[src/verilog/txl_regs.vh]
`ifndef TXL_REGS_VH
`define TXL_REGS_VH

// ----------------------------------------
// Register indices (byte address = 4 x index)
// ----------------------------------------
`define TXL_IDX_TX_HIGH 8'h1d
`define TXL_IDX_TX_LOW 8'h1e
`define TXL_IDX_RATE 8'h1f
`define TXL_IDX_CONV 8'h20
`define TXL_IDX_IRQ_STAT 8'h30
`define TXL_IDX_IRQ_MASK 8'h31

// ----------------------------------------
// Field layout
// ----------------------------------------
`define TXL_LOW_CNT_MSB 7
`define TXL_LOW_CNT_LSB 3
`define TXL_LOW_SPLIT_MSB 2
`define TXL_LOW_SPLIT_LSB 0
`define TXL_RATE_MSB 7
`define TXL_RATE_LSB 4
`define TXL_MAX_BYTES 13'h1fff

// ----------------------------------------
// Interrupt bits
// ----------------------------------------
`define TXL_IRQ_CONV 0
`define TXL_IRQ_RATE 1
`define TXL_IRQ_PAR 2
`define TXL_IRQ_W 3

// ----------------------------------------
// Reset values
// ----------------------------------------
`define TXL_RST_BYTE 8'h00
`define TXL_RST_IRQ 3'h0
`define TXL_RST_WORD 32'h0000_0000
`define TXL_SPLIT_NONE 3'h0

`endif

[src/verilog/txl_irq.v]
`include "txl_regs.vh"

module txl_irq (
  input wire ref_clk,
  input wire rst_b,
  input wire clk_en,
  input wire [`TXL_IRQ_W-1:0] event_set,
  input wire clear_we,
  input wire [`TXL_IRQ_W-1:0] clear_bits,
  input wire mask_we,
  input wire [`TXL_IRQ_W-1:0] mask_bits,
  output reg [`TXL_IRQ_W-1:0] status,
  output reg [`TXL_IRQ_W-1:0] mask,
  output reg irq
);

  reg [`TXL_IRQ_W-1:0] next_status;
  reg [`TXL_IRQ_W-1:0] next_mask;

  // ----------------------------------------
  // Sticky status, write one to clear
  // ----------------------------------------
  always @* begin
    next_status = status;
    next_mask = mask;
    if (clear_we) begin
      next_status = status & ~clear_bits;
    end
    // Set beats a clear in the same cycle, no event lost
    next_status = next_status | event_set;
    if (mask_we) begin
      next_mask = mask_bits;
    end
  end

  always @(posedge ref_clk) begin
    if (!rst_b) begin
      status <= `TXL_RST_IRQ;
      mask <= `TXL_RST_IRQ;
      irq <= 1'b0;
    end else if (clk_en) begin
      status <= next_status;
      mask <= next_mask;
      irq <= |(next_status & next_mask);
    end
  end

endmodule // txl_irq

[src/verilog/txl_bank.v]
`include "txl_regs.vh"

module txl_bank (
  input wire ref_clk,
  input wire rst_b,
  input wire clk_en,
  input wire [9:0] avs_address,
  input wire avs_read,
  input wire avs_write,
  input wire [31:0] avs_writedata,
  input wire [3:0] avs_byteenable,
  output reg [31:0] avs_readdata,
  output reg avs_waitrequest,
  input wire set_default,
  input wire iso_a_mode,
  input wire anticol_ctrl,
  input wire card_idle,
  input wire wupa_issued,
  input wire rate_valid,
  input wire [3:0] rate_code,
  input wire conv_done,
  input wire [7:0] conv_data,
  output reg [7:0] tx_count_high,
  output reg [7:0] tx_count_low_split_bits,
  output reg tx_no_parity,
  output reg parity_err_event,
  output reg [7:0] detected_bit_rate_display,
  output reg [7:0] converter_result,
  output wire [`TXL_IRQ_W-1:0] irq_status,
  output wire [`TXL_IRQ_W-1:0] irq_mask,
  output wire irq
);

  // ----------------------------------------
  // Decode helpers
  // ----------------------------------------
  function hit;
    input [9:0] addr;
    input [7:0] idx;
    begin
      hit = (addr == {idx, 2'b00});
    end
  endfunction

  function split_used;
    input [7:0] low;
    begin
      split_used = (low[`TXL_LOW_SPLIT_MSB:`TXL_LOW_SPLIT_LSB]
                    != `TXL_SPLIT_NONE);
    end
  endfunction

  // ----------------------------------------
  // Bus handshake
  // ----------------------------------------
  wire req;
  wire accept;
  wire lane0;
  wire wr_go;
  reg [31:0] next_readdata;
  reg [7:0] next_low;

  assign req = avs_read | avs_write;
  // Access completes on the edge where waitrequest is seen low
  assign accept = req & ~avs_waitrequest;
  assign lane0 = avs_byteenable[0];
  assign wr_go = accept & avs_write & lane0;

  // One wait cycle per access keeps readdata a pure flop
  always @(posedge ref_clk) begin
    if (!rst_b) begin
      avs_waitrequest <= 1'b1;
    end else if (clk_en) begin
      avs_waitrequest <= ~(req & avs_waitrequest);
    end
  end

  // ----------------------------------------
  // Read mux
  // ----------------------------------------
  always @* begin
    next_readdata = `TXL_RST_WORD;
    if (hit(avs_address, `TXL_IDX_TX_HIGH)) begin
      next_readdata[7:0] = tx_count_high;
    end else if (hit(avs_address, `TXL_IDX_TX_LOW)) begin
      next_readdata[7:0] = tx_count_low_split_bits;
    end else if (hit(avs_address, `TXL_IDX_RATE)) begin
      next_readdata[7:0] = detected_bit_rate_display;
    end else if (hit(avs_address, `TXL_IDX_CONV)) begin
      next_readdata[7:0] = converter_result;
    end else if (hit(avs_address, `TXL_IDX_IRQ_STAT)) begin
      next_readdata[`TXL_IRQ_W-1:0] = irq_status;
    end else if (hit(avs_address, `TXL_IDX_IRQ_MASK)) begin
      next_readdata[`TXL_IRQ_W-1:0] = irq_mask;
    end
  end

  // Captured while waiting, so it stands at the completing edge
  always @(posedge ref_clk) begin
    if (!rst_b) begin
      avs_readdata <= `TXL_RST_WORD;
    end else if (clk_en) begin
      if (avs_read & avs_waitrequest) begin
        avs_readdata <= next_readdata;
      end
    end
  end

  // ----------------------------------------
  // Transmit length registers
  // ----------------------------------------
  always @* begin
    next_low = tx_count_low_split_bits;
    if (wr_go & hit(avs_address, `TXL_IDX_TX_LOW)) begin
      next_low = avs_writedata[7:0];
    end
  end

  always @(posedge ref_clk) begin
    if (!rst_b) begin
      tx_count_high <= `TXL_RST_BYTE;
      tx_count_low_split_bits <= `TXL_RST_BYTE;
    end else if (clk_en) begin
      if (set_default) begin
        tx_count_high <= `TXL_RST_BYTE;
        tx_count_low_split_bits <= `TXL_RST_BYTE;
      end else begin
        if (wr_go & hit(avs_address, `TXL_IDX_TX_HIGH)) begin
          tx_count_high <= avs_writedata[7:0];
        end
        tx_count_low_split_bits <= next_low;
      end
    end
  end

  // ----------------------------------------
  // Framing controls toward the transmitter
  // ----------------------------------------
  always @(posedge ref_clk) begin
    if (!rst_b) begin
      tx_no_parity <= 1'b0;
      parity_err_event <= 1'b0;
    end else if (clk_en) begin
      tx_no_parity <= iso_a_mode & anticol_ctrl
                      & split_used(tx_count_low_split_bits);
      parity_err_event <= wupa_issued & anticol_ctrl & card_idle
                          & split_used(tx_count_low_split_bits);
    end
  end

  // ----------------------------------------
  // Read-only result registers
  // ----------------------------------------
  // Writes never reach these; software can only observe them
  always @(posedge ref_clk) begin
    if (!rst_b) begin
      detected_bit_rate_display <= `TXL_RST_BYTE;
      converter_result <= `TXL_RST_BYTE;
    end else if (clk_en) begin
      if (set_default) begin
        detected_bit_rate_display <= `TXL_RST_BYTE;
        converter_result <= `TXL_RST_BYTE;
      end else begin
        if (rate_valid) begin
          detected_bit_rate_display <= {rate_code, 4'h0};
        end
        if (conv_done) begin
          converter_result <= conv_data;
        end
      end
    end
  end

  // ----------------------------------------
  // Interrupts
  // ----------------------------------------
  wire [`TXL_IRQ_W-1:0] events;
  wire stat_we;
  wire mask_we;

  assign events = {parity_err_event, rate_valid & ~set_default,
                   conv_done & ~set_default};
  assign stat_we = wr_go & hit(avs_address, `TXL_IDX_IRQ_STAT);
  assign mask_we = wr_go & hit(avs_address, `TXL_IDX_IRQ_MASK);

  txl_irq u_irq (
    .ref_clk(ref_clk),
    .rst_b(rst_b),
    .clk_en(clk_en),
    .event_set(events),
    .clear_we(stat_we),
    .clear_bits(avs_writedata[`TXL_IRQ_W-1:0]),
    .mask_we(mask_we),
    .mask_bits(avs_writedata[`TXL_IRQ_W-1:0]),
    .status(irq_status),
    .mask(irq_mask),
    .irq(irq)
  );

endmodule // txl_bank

[config.mk]
export PLATFORM = sky130hd
export DESIGN_NAME = txl_bank
export DESIGN_NICKNAME = d
export VERILOG_FILES = /design/src/verilog/txl_irq.v /design/src/verilog/txl_bank.v
export VERILOG_INCLUDE_DIRS = /design/src /design/src/verilog
export SDC_FILE = /design/constraint.sdc
export NUM_CORES = 1
export LEC_CHECK = 0
export ABC_CLOCK_PERIOD_IN_PS = 3500
export BUFFER_PORTS_ARGS = -buffer_cell sky130_fd_sc_hd__buf_2
export CORE_ASPECT_RATIO = 1.5
export CORE_UTILIZATION = 35
export CTS_BUF_LIST = sky130_fd_sc_hd__clkbuf_2
export CTS_CLUSTER_DIAMETER = 60
export DETAILED_ROUTE_END_ITERATION = 12
export PLACE_DENSITY = 0.66
export SYNTH_ARGS = -nofsm -noshare
export SYNTH_HDL_FRONTEND = slang
export SYNTH_SLANG_ARGS = --single-unit
export TNS_END_PERCENT = 20
[constraint.sdc]
create_clock -name ref_clk -period 3.5 [get_ports ref_clk]
set_input_delay 0 -clock ref_clk [delete_from_list [all_inputs] [get_ports ref_clk]]
set_output_delay 0 -clock ref_clk [all_outputs]
set_load 0.01 [all_outputs]
==> results.sh <==
export IMPL_post_route_util_pct=46.9
export IMPL_synth_edff_count=0
export IMPL_tritoncts="done"
export IMPL_nets=462
export IMPL_fin_area_um2=3210
export IMPL_drt_iter0_markers=149
export IMPL_drt_wl_total_mm=7.35
export IMPL_setup_violations_final=0
export IMPL_yosysWarnings=0
export IMPL_finalClockSkew_ns=0.0232
export IMPL_max_vdd_ir_drop_uv=187
export IMPL_cts_sinks=46
export IMPL_synth_seq_cells=46
export IMPL_async_flop_share_pct=0
export IMPL_antenna_found_initial=1
export IMPL_tightest_slew_ns=0.832
export IMPL_die_y_um=105
export IMPL_ioPinCount=144
export IMPL_vias_per_cell=5.17
export IMPL_cp_common_cell="dlygate4sd3_1"
export IMPL_worstPathCellList="dlygate4sd3_1 -> buf_2 -> nor3b_1 -> and4bb_1 -> nand3_1 -> dlygate4sd3_1 -> a21boi_0"
export IMPL_h_tree_depth=2
export IMPL_hold_viol=0
export IMPL_syn_inst=283
export IMPL_grt_ovfl_total=0
export IMPL_clk_pin_slew_ns=0.25
export IMPL_area_growth_pct=29.2
export IMPL_grt_max_degree=55
export IMPL_critPathLaunchType="input port"
export IMPL_gp_congestion=0.857
export IMPL_grt_pass1_wl_mm=11.7
export IMPL_crit_buf_inv=3
export IMPL_fin_cells=472
export IMPL_max_slew_margin_pct=44.5
export IMPL_rsz0062_at_grt="no"
export IMPL_max_stage_delay_ns=0.58
export IMPL_remaining_drc_errors=0
export IMPL_grt_usage_pct=20.2
export IMPL_grt_pass1_vias=2355
export IMPL_hp_class="in2reg"
export IMPL_drive_gt1_share_pct=26.5
export IMPL_cp_required_ns=3.87
export IMPL_syn_avg_cell_area_um2=8.78
export IMPL_post_cts_buffers=0
export IMPL_worstPathArrival_ns=2.40
export IMPL_cp_max_fo=7
export IMPL_crit_family="buffers and inverters"
export IMPL_period_minus_slack_ns=2.03
export IMPL_final_max_slew_viol_count=0
export IMPL_port_buffers=88
export IMPL_synth_distinct_cells=45
export IMPL_clk_path_buf_depth=2
export IMPL_dpl_instance_area_um2=2840
export IMPL_cts_root_buf="clkbuf_2"
export IMPL_synth_flop_cell="dfxtp_1"
export IMPL_post_route_period_util_pct=58.0
export IMPL_cap_violations=0
export IMPL_outcome="completed"
export IMPL_cp_end_kind="register"
export IMPL_wl_per_cell_um=15.6
export IMPL_num_rows=37
export IMPL_crit_slowest_cell="dlygate4sd3_1"
export IMPL_cts_hold_buf=30
export IMPL_cts_resized=0
export IMPL_core_area_um2=6850
export IMPL_fmax_ghz=0.493
export IMPL_powerDensity_nw_per_um2=322
export IMPL_placedCellCount=433
export IMPL_die_area_um2=7450
export IMPL_die_w_um=70.8
export IMPL_numCtsBuffers=5
export IMPL_ant_nets=0
export IMPL_via_count=2440
export IMPL_crit_type="in2reg"
export IMPL_drtPass1Iterations=7
export IMPL_leakagePower_nw=1.44
export IMPL_rrSetupSlack_ns=1.48
export IMPL_fin_setup_tns_ns=0
export IMPL_start_util_pct=36.3
export IMPL_clk_latency_ns=0.42
export IMPL_hpwl_mm=5.33
export IMPL_yosysSeqAreaShare_pct=37.1
export IMPL_synth_cell_area_um2=2480
export IMPL_hold_slack_ns=0.0494
## worst min-delay path, cell delays in order
cell and delay, ns:
buf_2 0.22, o21ai_0 0.20, nand2_1 0.05
## layout by cell type, fill, tap and decap left out, types with 6 or more instances in the layout
cell / count
dfxtp_1: 46
dlygate4sd3_1: 30
o21ai_0: 11
a22oi_1: 17
buf_2: 88
conb_1: 28
a21oi_1: 11
nor2b_1: 29
mux2i_1: 18
nand2_1: 24
nor3_1: 14
a21boi_0: 6
## registers in the layout (all words and copies together), names as in the netlist
name and count:
detected_bit_rate_display 4, parity_err_event 1, u_irq.mask 3, tx_no_parity 1, u_irq.irq 1, converter_result 8
u_irq.status 3, avs_readdata 8, tx_count_low_split_bits 8, tx_count_high 8, avs_waitrequest 1
## kinds of logic after synthesis
| family | after synthesis | synth area share, % |
|---|---|---|
| compound gates | 71 | 20.9 |
| simple gates | 100 | 22.7 |
| flops | 46 | 37.1 |
| other cells | 1 | 0.151 |
| buf+inv | 47 | 11.9 |
| mux | 18 | 7.25 |
## layer usage
metal  vias up  GRT usage, %  share of wire, %
met5         -             0                 0
met4         0          8.43               2.1
met3        10          2.51               4.1
met2        87          35.8                53
met1      1154          24.3                40
li1       1189             -                 -
## final timing paths
kind,from,cells past startpoint,to
setup / recovery,avs_address[4],7,u_irq.mask[2]
hold / removal,clk_en,3,avs_waitrequest
setup reg to reg,avs_waitrequest,5,u_irq.mask[2]
hold reg to reg,tx_count_low_split_bits[3],2,tx_count_low_split_bits[3]
## through the flow
step           worst slack (ns)  power (mW)
6_report                   1.47        1.03
5_1_grt                    1.31        1.08
4_1_cts                    1.52        1.04
3_5_place_dp               1.56       0.727
3_3_place_gp               1.56       0.724
2_1_floorplan              1.84       0.683
## power by group
part | switching (mW) | internal, mW | leakage [nW] | total [mW]
combinational | 0.100 | 0.0822 | 1.02 | 0.182
sequential | 0.0152 | 0.543 | 0.374 | 0.559
clock | 0.173 | 0.118 | 0.0427 | 0.292
## synthesized netlist by cell type (6+ instances only)
cell / number / area (um^2)
mux2i_1: 18 / 180
nor3_1: 14 / 70.1
buf_4: 28 / 210
clkbuf_1: 12 / 45.0
a22oi_1: 17 / 128
a21oi_1: 11 / 55.1
dfxtp_1: 46 / 921
nand2_1: 24 / 90.1
o21ai_0: 11 / 55.1
a21boi_0: 6 / 45.0
nor2b_1: 29 / 181
## layout make-up
type,instances,area (um^2)
fillers,688,3640
multi-input cells,217,1370
flip-flops and latches,46,921
repair buffers,118,741
well taps,78,97.6
clock inverters,3,40.0
clock buffers,5,25.0
inverters,4,15.0
diodes,1,2.50
Power figures use the tool's default switching activity.
